`config.mk`:
```
export PLATFORM = sky130hd
export DESIGN_NAME = ssa_admission
export DESIGN_NICKNAME = d
export VERILOG_FILES = /design/src/ssa_pkg.sv /design/src/ssa_init_table.sv /design/src/ssa_admission.sv
export SDC_FILE = /design/constraint.sdc
export NUM_CORES = 2
export LEC_CHECK = 0
export BUFFER_PORTS_ARGS = -buffer_cell sky130_fd_sc_hd__buf_2
export CAP_MARGIN = 10
export CORE_ASPECT_RATIO = 0.8
export CORE_UTILIZATION = 30
export CTS_CLUSTER_DIAMETER = 150
export DETAILED_ROUTE_END_ITERATION = 12
export PLACE_DENSITY = 0.41
export RECOVER_POWER = 50
export SLEW_MARGIN = 10
export SYNTH_ARGS = -nofsm -noshare
export SYNTH_HDL_FRONTEND = slang
export SYNTH_HIERARCHICAL = 1
export SYNTH_SLANG_ARGS = --single-unit
```
`constraint.sdc`:
```
create_clock -name ref_clk -period 4.4 [get_ports ref_clk]
set_clock_uncertainty 0.15 [all_clocks]
set_input_delay 0.88 -clock ref_clk [delete_from_list [all_inputs] [get_ports ref_clk]]
set_output_delay 0.88 -clock ref_clk [all_outputs]
set_load 0.02 [all_outputs]
```
`src/ssa_pkg.sv`:
```
// shared constants for the command admission and status block
package ssa_pkg;

  // ---------------------------------------------------------------
  // status codes
  // ---------------------------------------------------------------
  localparam logic [7:0] ST_GOOD = 8'h00;
  localparam logic [7:0] ST_CHECK = 8'h02;
  localparam logic [7:0] ST_COND_MET = 8'h04;
  localparam logic [7:0] ST_BUSY = 8'h08;
  localparam logic [7:0] ST_INTERMED = 8'h10;
  localparam logic [7:0] ST_INTERMED_MET = 8'h14;
  localparam logic [7:0] ST_RESV_CONFLICT = 8'h18;
  localparam logic [7:0] ST_QUEUE_FULL = 8'h28;
  localparam logic [7:0] STATUS_FIELD_MASK = 8'h3E;

  // ---------------------------------------------------------------
  // sense keys and additional sense codes
  // ---------------------------------------------------------------
  localparam logic [3:0] SK_NONE = 4'h0;
  localparam logic [3:0] SK_NOT_READY = 4'h2;
  localparam logic [3:0] SK_ILLEGAL_REQ = 4'h5;
  localparam logic [3:0] SK_UNIT_ATTN = 4'h6;
  localparam logic [3:0] SK_ABORTED = 4'hB;
  localparam logic [7:0] ASC_NONE = 8'h00;
  localparam logic [7:0] ASC_LUN_UNSUPPORTED = 8'h25;
  localparam logic [7:0] ASC_INVALID_OPCODE = 8'h20;
  localparam logic [7:0] ASC_INVALID_CDB = 8'h24;
  localparam logic [7:0] ASC_NOT_READY = 8'h04;
  localparam logic [7:0] ASC_UNIT_ATTN = 8'h29;
  localparam logic [7:0] ASC_OVERLAP = 8'h4E;
  localparam logic [7:0] ASCQ_NONE = 8'h00;

  // ---------------------------------------------------------------
  // opcodes and misc values
  // ---------------------------------------------------------------
  localparam logic [7:0] OP_INQUIRY = 8'h12;
  localparam logic [7:0] OP_REQ_SENSE = 8'h03;
  localparam logic [7:0] OP_PREFETCH10 = 8'h34;
  localparam logic [7:0] OP_PREFETCH16 = 8'h90;
  localparam logic [7:0] INQ_UNKNOWN_TYPE = 8'h7F;
  localparam int MAX_SAS_INITIATORS = 64;
  localparam int INIT_ID_W = 16;
  localparam int LUN_W = 8;

  // ---------------------------------------------------------------
  // admission outcomes
  // ---------------------------------------------------------------
  typedef enum logic [2:0] {
    SSA_ADMIT_RUN = 3'b000,
    SSA_ADMIT_QUEUE = 3'b001,
    SSA_ADMIT_REJECT = 3'b010,
    SSA_ADMIT_LOCAL = 3'b011
  } ssa_admit_t;

endpackage : ssa_pkg

```
`src/ssa_init_table.sv`:
```
// table of distinct initiators seen since the last srst
`timescale 1ns/10ps
module ssa_init_table #(
  parameter int DEPTH = ssa_pkg::MAX_SAS_INITIATORS
) (
  input wire logic ref_clk,
  input wire logic srst,
  input wire logic lookupValid,
  input wire logic [ssa_pkg::INIT_ID_W-1:0] lookupId,
  output logic admitted
);

  typedef struct packed {
    logic [DEPTH-1:0] used;
    logic [DEPTH-1:0][ssa_pkg::INIT_ID_W-1:0] ids;
  } ssa_tab_t;

  ssa_tab_t st_q;
  ssa_tab_t st_d;
  logic [DEPTH-1:0] hit;
  logic [DEPTH-1:0] freeOne;

  // ---------------------------------------------------------------
  // match and first free slot
  // ---------------------------------------------------------------
  genvar g;
  generate
    for (g = 0; g < DEPTH; g++) begin : gMatch
      assign hit[g] = st_q.used[g] && (st_q.ids[g] == lookupId);
      if (g == 0) begin : gFirst
        assign freeOne[g] = !st_q.used[g];
      end else begin : gRest
        assign freeOne[g] = !st_q.used[g] && (&st_q.used[g-1:0]);
      end
    end
  endgenerate

  // RULE_23: first initiators admitted
  assign admitted = (|hit) || (|freeOne);

  always_comb begin
    st_d = st_q;
    if (lookupValid && !(|hit)) begin
      for (int i = 0; i < DEPTH; i++) begin
        if (freeOne[i]) begin
          st_d.used[i] = 1'b1;
          st_d.ids[i] = lookupId;
        end
      end
    end
  end

  always_ff @(posedge ref_clk) begin
    if (srst) begin
      st_q <= '0;
    end else begin
      st_q <= st_d;
    end
  end

endmodule : ssa_init_table

```
`src/ssa_admission.sv`:
```
// command admission, status byte and sense data of the target
`timescale 1ns/10ps
// Contract
// RULE_01: one status byte, reserved bits zero
// RULE_02: success reports 00h
// RULE_03: error reports 02h, sense set
// RULE_04: unlinked prefetch success reports 04h
// RULE_05: busy without disconnect reports 08h
// RULE_06: never produce 10h or 14h
// RULE_07: foreign reservation reports 18h
// RULE_08: tagged queue full reports 28h
// RULE_09: queue full carries no sense
// RULE_10: fixed blocking check priority order
// RULE_11: report only top condition, no bus error
// RULE_12: queued commands defer execution
// RULE_13: check condition builds sense on valid lun
// RULE_14: next command from initiator clears sense
// RULE_15: nonzero lun is invalid
// RULE_16: invalid lun inquiry gives 7Fh, good
// RULE_17: invalid lun request sense gives lun sense
// RULE_18: other invalid lun commands check condition
// RULE_19: invalid lun never disturbs running command
// RULE_20: no overlapped command checking
// RULE_21: initiator should request sense after check
// RULE_22: initiator retries busy later or disconnect
// RULE_23: busy beyond first 64 initiators
// RULE_24: inquiry runs despite pending unit attention
// RULE_25: standard sense key and asc values
module ssa_admission #(
  parameter int MAX_INIT = ssa_pkg::MAX_SAS_INITIATORS
) (
  input wire logic ref_clk,
  input wire logic srst,
  input wire logic cmdValid,
  input wire logic [ssa_pkg::INIT_ID_W-1:0] cmdInitId,
  input wire logic [ssa_pkg::LUN_W-1:0] cmdLun,
  input wire logic [7:0] cmdOpcode,
  input wire logic cmdLinked,
  input wire logic cmdDiscPriv,
  input wire logic busError,
  input wire logic incorrectConn,
  input wire logic unitAttnPending,
  input wire logic ioActive,
  input wire logic otherInitActive,
  input wire logic tagQueueEn,
  input wire logic queueFull,
  input wire logic deferredErr,
  input wire logic startupFormat,
  input wire logic reservedByOther,
  input wire logic opcodeInvalid,
  input wire logic cdbInvalid,
  input wire logic doneValid,
  input wire logic [ssa_pkg::INIT_ID_W-1:0] doneInitId,
  input wire logic doneError,
  input wire logic [3:0] doneSenseKey,
  input wire logic [7:0] doneAsc,
  input wire logic [7:0] doneAscq,
  output logic admitValid,
  output logic [2:0] admitAction,
  output logic statusValid,
  output logic [7:0] statusByte,
  output logic [ssa_pkg::INIT_ID_W-1:0] statusInitId,
  output logic inquiryUnknown,
  output logic [7:0] inquiryByte0,
  output logic senseValid,
  output logic [3:0] senseKey,
  output logic [7:0] senseAsc,
  output logic [7:0] senseAscq,
  output logic [ssa_pkg::INIT_ID_W-1:0] senseOwner
);

  typedef struct packed {
    logic admitValid;
    logic [2:0] admitAction;
    logic statusValid;
    logic [7:0] statusByte;
    logic [ssa_pkg::INIT_ID_W-1:0] statusInitId;
    logic inquiryUnknown;
    logic [7:0] inquiryByte0;
    logic senseValid;
    logic [3:0] senseKey;
    logic [7:0] senseAsc;
    logic [7:0] senseAscq;
    logic [ssa_pkg::INIT_ID_W-1:0] senseOwner;
    logic [7:0] prefetchOp;
  } ssa_state_t;

  ssa_state_t st_q;
  ssa_state_t st_d;
  logic initAdmitted;

  // ---------------------------------------------------------------
  // helpers
  // ---------------------------------------------------------------
  // RULE_01: keep status field, zero reserved bits
  function automatic logic [7:0] ssaStatus(input logic [7:0] code);
    ssaStatus = code & ssa_pkg::STATUS_FIELD_MASK;
  endfunction : ssaStatus

  function automatic logic ssaIsPrefetch(input logic [7:0] op);
    ssaIsPrefetch = (op == ssa_pkg::OP_PREFETCH10) ||
                    (op == ssa_pkg::OP_PREFETCH16);
  endfunction : ssaIsPrefetch

  // ---------------------------------------------------------------
  // initiator tracking
  // ---------------------------------------------------------------
  ssa_init_table #(
    .DEPTH(MAX_INIT)
  ) uInitTable (
    .ref_clk(ref_clk),
    .srst(srst),
    .lookupValid(cmdValid),
    .lookupId(cmdInitId),
    .admitted(initAdmitted)
  );

  // ---------------------------------------------------------------
  // admission and completion
  // ---------------------------------------------------------------
  always_comb begin
    logic lunBad;
    logic isInq;
    logic isRs;
    logic busyCond;
    logic qFullCond;
    logic setSense;
    logic [3:0] sk;
    logic [7:0] asc;
    logic [7:0] code;
    ssa_pkg::ssa_admit_t act;
    lunBad = 1'b0;
    isInq = 1'b0;
    isRs = 1'b0;
    busyCond = 1'b0;
    qFullCond = 1'b0;
    setSense = 1'b0;
    sk = ssa_pkg::SK_NONE;
    asc = ssa_pkg::ASC_NONE;
    code = ssa_pkg::ST_GOOD;
    act = ssa_pkg::SSA_ADMIT_RUN;
    st_d = st_q;
    st_d.admitValid = 1'b0;
    st_d.statusValid = 1'b0;
    st_d.inquiryUnknown = 1'b0;
    // RULE_15: only lun zero is valid
    lunBad = (cmdLun != '0);
    isInq = (cmdOpcode == ssa_pkg::OP_INQUIRY);
    isRs = (cmdOpcode == ssa_pkg::OP_REQ_SENSE);
    // RULE_05: busy without disconnect privilege
    busyCond = (otherInitActive && !cmdDiscPriv) || !initAdmitted;
    // RULE_08: tagged queue full
    qFullCond = tagQueueEn && ioActive && queueFull;
    if (cmdValid && !busError) begin
      // RULE_14: new command clears owner sense
      if (st_q.senseValid && st_q.senseOwner == cmdInitId && !isRs &&
          !lunBad) begin
        st_d.senseValid = 1'b0;
      end
      st_d.admitValid = 1'b1;
      st_d.statusInitId = cmdInitId;
      // RULE_10: fixed priority chain, RULE_11 one result
      if (lunBad) begin
        // RULE_19: local answer, no queue effect
        act = ssa_pkg::SSA_ADMIT_LOCAL;
        if (isInq) begin
          // RULE_16: unknown device type, good
          st_d.inquiryUnknown = 1'b1;
          st_d.inquiryByte0 = ssa_pkg::INQ_UNKNOWN_TYPE;
          code = ssa_pkg::ST_GOOD;
        end else if (isRs) begin
          // RULE_17: lun not supported sense, good
          code = ssa_pkg::ST_GOOD;
          sk = ssa_pkg::SK_ILLEGAL_REQ;
          asc = ssa_pkg::ASC_LUN_UNSUPPORTED;
          setSense = 1'b1;
        end else begin
          // RULE_18: check condition with autosense
          act = ssa_pkg::SSA_ADMIT_REJECT;
          code = ssa_pkg::ST_CHECK;
          sk = ssa_pkg::SK_ILLEGAL_REQ;
          asc = ssa_pkg::ASC_LUN_UNSUPPORTED;
          setSense = 1'b1;
        end
      // RULE_20: overlap never checked here
      end else if (incorrectConn) begin
        act = ssa_pkg::SSA_ADMIT_REJECT;
        code = ssa_pkg::ST_CHECK;
        sk = ssa_pkg::SK_ABORTED;
        asc = ssa_pkg::ASC_OVERLAP;
        setSense = 1'b1;
      // RULE_24: inquiry passes pending attention
      end else if (unitAttnPending && !isInq && !isRs) begin
        act = ssa_pkg::SSA_ADMIT_REJECT;
        code = ssa_pkg::ST_CHECK;
        sk = ssa_pkg::SK_UNIT_ATTN;
        asc = ssa_pkg::ASC_UNIT_ATTN;
        setSense = 1'b1;
      end else if (busyCond) begin
        // RULE_23: busy for initiators past table
        act = ssa_pkg::SSA_ADMIT_REJECT;
        code = ssa_pkg::ST_BUSY;
      end else if (qFullCond) begin
        // RULE_09: queue full builds no sense
        act = ssa_pkg::SSA_ADMIT_REJECT;
        code = ssa_pkg::ST_QUEUE_FULL;
      end else if (deferredErr) begin
        act = ssa_pkg::SSA_ADMIT_REJECT;
        code = ssa_pkg::ST_CHECK;
        sk = ssa_pkg::SK_ABORTED;
        setSense = 1'b1;
      end else if (startupFormat) begin
        act = ssa_pkg::SSA_ADMIT_REJECT;
        code = ssa_pkg::ST_CHECK;
        sk = ssa_pkg::SK_NOT_READY;
        asc = ssa_pkg::ASC_NOT_READY;
        setSense = 1'b1;
      end else if (reservedByOther) begin
        // RULE_07: reservation conflict
        act = ssa_pkg::SSA_ADMIT_REJECT;
        code = ssa_pkg::ST_RESV_CONFLICT;
      end else if (opcodeInvalid) begin
        act = ssa_pkg::SSA_ADMIT_REJECT;
        code = ssa_pkg::ST_CHECK;
        sk = ssa_pkg::SK_ILLEGAL_REQ;
        asc = ssa_pkg::ASC_INVALID_OPCODE;
        setSense = 1'b1;
      end else if (cdbInvalid) begin
        act = ssa_pkg::SSA_ADMIT_REJECT;
        code = ssa_pkg::ST_CHECK;
        sk = ssa_pkg::SK_ILLEGAL_REQ;
        asc = ssa_pkg::ASC_INVALID_CDB;
        setSense = 1'b1;
      end else if (ioActive) begin
        // RULE_12: defer into the command queue
        act = ssa_pkg::SSA_ADMIT_QUEUE;
      end else begin
        act = ssa_pkg::SSA_ADMIT_RUN;
      end
      st_d.admitAction = act;
      if (act != ssa_pkg::SSA_ADMIT_REJECT) begin
        st_d.prefetchOp = (ssaIsPrefetch(cmdOpcode) && !cmdLinked) ?
                          8'h01 : 8'h00;
      end else begin
        // RULE_06: only defined codes reach here
        st_d.statusValid = 1'b1;
        st_d.statusByte = ssaStatus(code);
      end
      if (setSense) begin
        // RULE_13: sense built, lun sense always known
        st_d.senseValid = 1'b1;
        st_d.senseKey = sk;
        st_d.senseAsc = asc;
        st_d.senseAscq = ssa_pkg::ASCQ_NONE;
        st_d.senseOwner = cmdInitId;
      end
    end else if (doneValid) begin
      st_d.statusValid = 1'b1;
      st_d.statusInitId = doneInitId;
      if (doneError) begin
        // RULE_03: check condition and sense
        st_d.statusByte = ssaStatus(ssa_pkg::ST_CHECK);
        st_d.senseValid = 1'b1;
        // RULE_25: sense fields as supplied
        st_d.senseKey = doneSenseKey;
        st_d.senseAsc = doneAsc;
        st_d.senseAscq = doneAscq;
        st_d.senseOwner = doneInitId;
      end else if (st_q.prefetchOp[0]) begin
        // RULE_04: unlinked prefetch condition met
        st_d.statusByte = ssaStatus(ssa_pkg::ST_COND_MET);
      end else begin
        // RULE_02: good completion
        st_d.statusByte = ssaStatus(ssa_pkg::ST_GOOD);
      end
    end
  end

  always_ff @(posedge ref_clk) begin
    if (srst) begin
      st_q <= '0;
    end else begin
      st_q <= st_d;
    end
  end

  // ---------------------------------------------------------------
  // outputs
  // ---------------------------------------------------------------
  assign admitValid = st_q.admitValid;
  assign admitAction = st_q.admitAction;
  assign statusValid = st_q.statusValid;
  assign statusByte = st_q.statusByte;
  assign statusInitId = st_q.statusInitId;
  assign inquiryUnknown = st_q.inquiryUnknown;
  assign inquiryByte0 = st_q.inquiryByte0;
  assign senseValid = st_q.senseValid;
  assign senseKey = st_q.senseKey;
  assign senseAsc = st_q.senseAsc;
  assign senseAscq = st_q.senseAscq;
  assign senseOwner = st_q.senseOwner;

  // ---------------------------------------------------------------
  // checks
  // ---------------------------------------------------------------
  rsvd_zero_a: assert property (@(posedge ref_clk) disable iff (srst) // RULE_01
    statusValid |-> (statusByte[7:6] == 2'b00 && statusByte[0] == 1'b0))
    else $error("status reserved bits set");
  no_intermed_a: assert property (@(posedge ref_clk) disable iff (srst) // RULE_06
    statusValid |-> (statusByte != ssa_pkg::ST_INTERMED &&
                     statusByte != ssa_pkg::ST_INTERMED_MET))
    else $error("intermediate status produced");
  bad_lun_a: assert property (@(posedge ref_clk) disable iff (srst) // RULE_18
    (cmdValid && !busError && cmdLun != '0 &&
     cmdOpcode != ssa_pkg::OP_INQUIRY && cmdOpcode != ssa_pkg::OP_REQ_SENSE)
    |=> (statusByte == ssa_pkg::ST_CHECK && senseValid &&
         senseAsc == ssa_pkg::ASC_LUN_UNSUPPORTED))
    else $error("invalid lun not rejected");
  inq_lun_a: assert property (@(posedge ref_clk) disable iff (srst) // RULE_16
    (cmdValid && !busError && cmdLun != '0 &&
     cmdOpcode == ssa_pkg::OP_INQUIRY)
    |=> (inquiryUnknown && inquiryByte0 == ssa_pkg::INQ_UNKNOWN_TYPE &&
         !statusValid))
    else $error("inquiry on invalid lun wrong");
  logic busyCond_h;
  assign busyCond_h = (otherInitActive && !cmdDiscPriv) || !initAdmitted;
  qfull_a: assert property (@(posedge ref_clk) disable iff (srst) // RULE_08
    (cmdValid && !busError && cmdLun == '0 && !incorrectConn &&
     !unitAttnPending && !busyCond_h && tagQueueEn && ioActive && queueFull)
    |=> (statusValid && statusByte == ssa_pkg::ST_QUEUE_FULL))
    else $error("queue full not reported");
  resv_a: assert property (@(posedge ref_clk) disable iff (srst) // RULE_07
    (statusValid && statusByte == ssa_pkg::ST_RESV_CONFLICT)
    |-> $past(reservedByOther))
    else $error("conflict without reservation");
  bus_err_a: assert property (@(posedge ref_clk) disable iff (srst) // RULE_11
    (busError && !doneValid) |=> !admitValid && !statusValid)
    else $error("answer during bus error");
  sense_clr_a: assert property (@(posedge ref_clk) disable iff (srst) // RULE_14
    (senseValid && cmdValid && !busError && cmdInitId == senseOwner &&
     cmdLun == '0 && cmdOpcode != ssa_pkg::OP_REQ_SENSE && !incorrectConn &&
     !unitAttnPending && !deferredErr && !startupFormat &&
     !opcodeInvalid && !cdbInvalid)
    |=> !senseValid)
    else $error("sense not cleared");

endmodule : ssa_admission

```
Yosys cells after proc, flatten, opt, wreduce, memory -nomap -nowiden
Index checks and enable logic that the tools add are counted.

Bitwise gates (word level): 3. Reductions and logical operators: 350. Eq/ne operators: 73. Multiplexer cells: 73.

Operators with widths (number): $eq A16 B16 Y1 (65); $mux W37 (4); $logic_and A1 B1 Y1 (138); $reduce_and A2 Y1 (67); $reduce_or A64 Y1 (2); $mux W6 (14); $logic_not A1 Y1 (72); $reduce_and A63 Y1 (1); $reduce_and A62 Y1 (1); $reduce_and A61 Y1 (1); $reduce_and A60 Y1 (1); $reduce_and A59 Y1 (1); $reduce_and A58 Y1 (1); $reduce_and A57 Y1 (1); $reduce_and A56 Y1 (1); $reduce_and A55 Y1 (1); $reduce_and A54 Y1 (1); $reduce_and A53 Y1 (1); $reduce_and A52 Y1 (1); $reduce_and A51 Y1 (1); $mux W25 (2); $reduce_and A50 Y1 (1); $reduce_and A49 Y1 (1); $reduce_and A48 Y1 (1); 66 further kinds (119).

Register bits after elaboration: 1157. Logic and storage cells: 640. Output and inout bits: 75. Bits of input ports: 87.

Depth between registers and ports, before layout
Depth in word-level cells: 15. Depth in mapped cells: 18. Mapped depth without buffers: 11.

Cells and area by module
Netlist, hierarchy kept.

Modules (own cells, without submodules): ssa_init_table (sequential area each 21780.9 um^2, cells each 5923, area each 55509.5 um^2, instances 1); ssa_admission (sequential area each 1301.2 um^2, cells each 440, area each 3771.1 um^2, instances 1).

Worst setup path after synthesis
OpenSTA, ideal clock, no wires.

Kind: input-to-reg. Start point: in cmdInitId[1] (netlist name). End point: reg st_q, in the netlist senseAsc[3]. Data required time: 4117 ps. Path slack: 265 ps. Path buffers: 4. Library setup time: 133 ps. Cell stages on the path: 14. Arrival: 3851 ps. Cells stage by stage: buf_4 > buf_8 > xnor2_1 > nand4_1 > or4b_2 > o31a_1 > and4b_1 > buf_2 > nand4_1 > o2111ai_1 > a311o_2 > buf_2 > nand2_1 > a311oi_1.

Longest elaborated chain between the ends: 13. Elaborated cells between the ends (all ways): 145. Those cells by class: eq/ne: 65; mux: 11; reduce/logical: 69.

Ends and longest elaborated chain: from (decl) (RTL line ssa_admission.sv:35) `input wire logic [ssa_pkg::INIT_ID_W-1:0] cmdInitId,`; $eq A16 B16 Y1 (RTL line ssa_init_table.sv:29) `assign hit[g] = st_q.used[g] && (st_q.ids[g] == lookupId);`; $logic_and A1 B1 Y1 (RTL line ssa_init_table.sv:29); $reduce_or A64 Y1 * (RTL line ssa_init_table.sv:39) `assign admitted = (|hit) || (|freeOne);`; $logic_or A1 B1 Y1 * (RTL line ssa_init_table.sv:39); named net initAdmitted (RTL line ssa_admission.sv:90) `logic initAdmitted;`; $logic_not A1 Y1 *; $logic_or A1 B1 Y1 *; $mux W1 (RTL line ssa_admission.sv:199) `end else if (busyCond) begin`; $mux W1 (RTL line ssa_admission.sv:193) `end else if (unitAttnPending && !isInq && !isRs) begin`; $mux W1 (RTL line ssa_admission.sv:186) `end else if (incorrectConn) begin`; $mux W1 (RTL line ssa_admission.sv:163) `if (lunBad) begin`; $mux W1 (RTL line ssa_admission.sv:154) `if (cmdValid && !busError) begin`; $ne A2 B1 Y1 (no line); $reduce_and A3 Y1 (no line); to (signal assigned) (RTL line ssa_admission.sv:283) `st_q <= st_d;`; to (decl) (RTL line ssa_admission.sv:88) `ssa_state_t st_q;`.

Mark *: on every way through the listed nets, which the timed path passes. The rest lies on a longest branch. The select of a mux whose other input is x is not followed. A chain may end at the register's enable or synchronous reset.

Worst setup path in the final report
Start point: in cmdInitId[7] (netlist name). End point: reg uInitTable/st_q[54] (netlist name).

Longest elaborated chain between the ends: 6. Elaborated cells between the ends (all ways): 132. Those cells by class: eq/ne: 64; reduce/logical: 68.

Ends and longest elaborated chain: $eq A16 B16 Y1 (RTL line ssa_init_table.sv:29); $logic_and A1 B1 Y1 (RTL line ssa_init_table.sv:29); $reduce_or A64 Y1 * (RTL line ssa_init_table.sv:43) `if (lookupValid && !(|hit)) begin`; $logic_not A1 Y1 * (RTL line ssa_init_table.sv:43); $logic_and A1 B1 Y1 * (RTL line ssa_init_table.sv:43); $reduce_and A2 Y1 (no line) *; to (signal assigned) (RTL line ssa_init_table.sv:57) `st_q <= st_d;`; to (decl) (RTL line ssa_init_table.sv:18) `ssa_tab_t st_q;`.

Every way passes the cells marked *; elsewhere a longest branch is shown, timed or not.

==> run metrics <==
status finished with violations; violated checks capacitance limit, slew limit, setup timing; RSZ-0062 raised after global routing no; Clk Latency, worst-skew pair 0.79 ns; Post-synth top cells dfxtp_1 (1153), nand2_1 (1004), mux2i_1 (911); setup ws final -0.0522 ns; final WL 246000 µm; layout cell share with drive strength beyond 1 17.8%; Pleak 29.7 nW; crit path time final 4.45 ns; launch point of the worst hold path doneAscq[3]; Yosys warning total 6; IO Port Bufs 156; Max Cap Violations 1; Rows 145; VDD IR max 0.000406 V; drt drc 0; Sink Count 1153; setup TNS -0.564 ns; Cell variety after synth 83; number of flops mapped to enable cells by yosys 0; WP data arrival 4.91 ns; worst-case reg-to-reg path depth 13; CORE AREA 196000 µm²; routed vias 49600; Congestion Overflow GR 0; Post CTS Setup Buffer Count 0; Peak Freq 225 MHz; Mean Syn Cell Area 9.32 µm²; largest buffer count on any clock path 3; FF-to-FF End senseOwner[14]; Iter 0 DRT Violations 4171; Final Hold Fails 0; CTS H-tree lvls 4; full die area 199000 µm²; Synth top area share 38.9%; clock slew at reported path FFs 0.06 ns; Storage cell area 23100 µm²; Fillers 19800; hold path endpoint senseAscq[3]; Die Ht 400 µm; CTS Buf Count 134; largest net degree at the start of global routing 188; sequential element share of the synthesized area 38.9%; drt wl/cell 25.6 µm; DIE WIDTH 499 µm; most common cell in the synthesized netlist dfxtp_1; Cell Pwr Density 344 nW/µm²; pre-CTS setup slack -1.03 ns; hold buffers post-CTS 0; Worst Setup Start Kind input pin; first-pass GRT wire length 353000 µm; boundary pin count 162; Via density 5.16; worst path required time 4.86 ns; drt first pass iters 6; Critical Path End Type register; ys flop type dfxtp_1; r2r startpoint uInitTable/st_q[1059]; area grow syn2layout 22.0%; post-detail-place hpwl 164000 µm; Final setup viols 24; final net count 7014; fin crit share 101%; slew of the pin with the lowest slew margin 1.66 ns; reg2reg setup slack 0.17 ns; initial core utilization 30.3%; Gate Count Post-Synth 6363; hold depth 3; synthesis-stage register bit count 1153; Hold Crit Class in2reg; Max FO, Critical Path 16; TritonCTS clock tree built; Synth Cell Area 59300 µm²; Synth area leader dfxtp_1; Root Buffer Master clkbuf_16; dominant cells by area after synthesis dfxtp_1 (39%), mux2i_1 (15%), xor2_1 (13%); Slew Limit Fails 23; Routed Antenna Nets 0; vias in the first global route 48200; WS Path Type in2reg; GRT Util Overall 24.1%; initial antenna violation count 11; area of the multi-input gates 32400 µm²; FFs w/ async S/R, synth 0%; relative slew slack -10.4%; final RePlAce weighted congestion 0.874
-- area by class of cell --
class | count | share of cell area, %
multi-input combinational | 4574 | 44.8
sequential | 1153 | 31.9
timing repair buffer | 1034 | 12.4
clock buffer | 209 | 5.67
tap | 2572 | 4.45
clock inverter | 33 | 0.538
inverter | 30 | 0.166
antenna | 4 | 0.0138
-- timing repair --
| item | CTS | global route |
|---|---|---|
| endpoints found under the setup margin | 174 | 24 |
| gates resized for setup | 7 | 8 |
| pin swaps | 0 | 2 |
-- critical path: stages --
cell and delay (ns):
buf_6 0.26, buf_12 0.20, buf_4 0.17, buf_4 0.15
xor2_1 0.40, nor4_1 0.10, nand4_1 0.14, o22ai_1 0.21
nor4_4 0.52, and4_1 0.30, buf_4 0.16, nand4_4 0.21
or4_1 0.48, clkbuf_2 0.43, mux2i_1 0.22
-- cells in the final DEF (no fill, tap or decap), types with 20 or more instances in the layout --
master and count:
dfxtp_1 1152, nand2_1 988, mux2i_1 911, xor2_1 884, buf_4 698, nor4_1 322, nor3_1 177, nor2_1 164
xnor2_1 157, nand3_1 156, clkbuf_16 139, buf_12 132, clkbuf_1 116, nand4_1 113, a21oi_1 70, o21ai_0 70
buf_2 70, nor4b_1 61, o22ai_1 56, o311ai_0 49, nand3b_1 46, clkbuf_8 36, o31ai_1 34, inv_1 28
a31o_2 22, o21a_1 21, a211oi_1 20
-- worst max path at each step --
| stage | start | endpoint | slack [ns] | cells past startpoint |
|---|---|---|---|---|
| 2_1_floorplan | cmdInitId[1] | senseAsc[3] | 0.27 | 14 |
| 3_3_place_gp | cmdInitId[7] | senseKey[0] | -1.07 | 17 |
| 3_5_place_dp | cmdInitId[14] | senseOwner[14] | -1.03 | 17 |
| 4_1_cts | cmdInitId[2] | senseOwner[14] | 0.03 | 18 |
| 5_1_grt | cmdInitId[3] | senseAsc[3] | 0.0005 | 19 |
| 6_report | cmdInitId[7] | uInitTable/st_q[54] | -0.05 | 15 |
-- state kept, by name, summed over array words and instances (netlist names) --
register         cells
uInitTable/st_q   1088
senseOwner          16
statusInitId        16
senseAsc             8
senseAscq            8
statusByte           5
senseKey             4
admitAction          2
admitValid           1
inquiryByte0         1
inquiryUnknown       1
senseValid           1
st_q                 1
statusValid          1
-- report_power, final --
group / switching [mW] / total (mW) / internal, mW
Combinational: 1.76 / 2.73 / 0.977
Clock: 4.86 / 11.6 / 6.77
Sequential: 0.0386 / 10.5 / 10.5
-- metal layers --
metal	GRT usage (%)	up-vias	part of all wire (%)
met1	35.7	24800	50
met3	3.27	272	5.1
met5	0	-	0.0028
met2	36.7	1291	43
met4	5.29	2	2.0
li1	-	23200	-
-- through the flow --
step                util, %  power (mW)  cells  instance area, µm²  hold WS, ns
floorplan                 -        12.1   6367               59300        0.284
global placement       35.0        13.5   9363               68400        0.302
detailed placement     35.0        13.5   9363               68400        0.308
CTS                    37.3        25.1   9605               73000        0.131
global route           36.9        25.7   9606               72300        0.155
finish                 36.9        24.9   9609               72300        0.178
-- kinds of logic after synthesis --
kind of cell	count (synthesis)	synth area share, %
AOI/OAI and AO/OA	420	4.92
xor gates and xnor gates	1045	15.5
buffers and inverters	640	6.66
DFF	1153	38.9
muxes	911	15.4
other	1	0.00633
and+or+nand+nor	2193	18.6
Power figures use the tool's default switching activity.
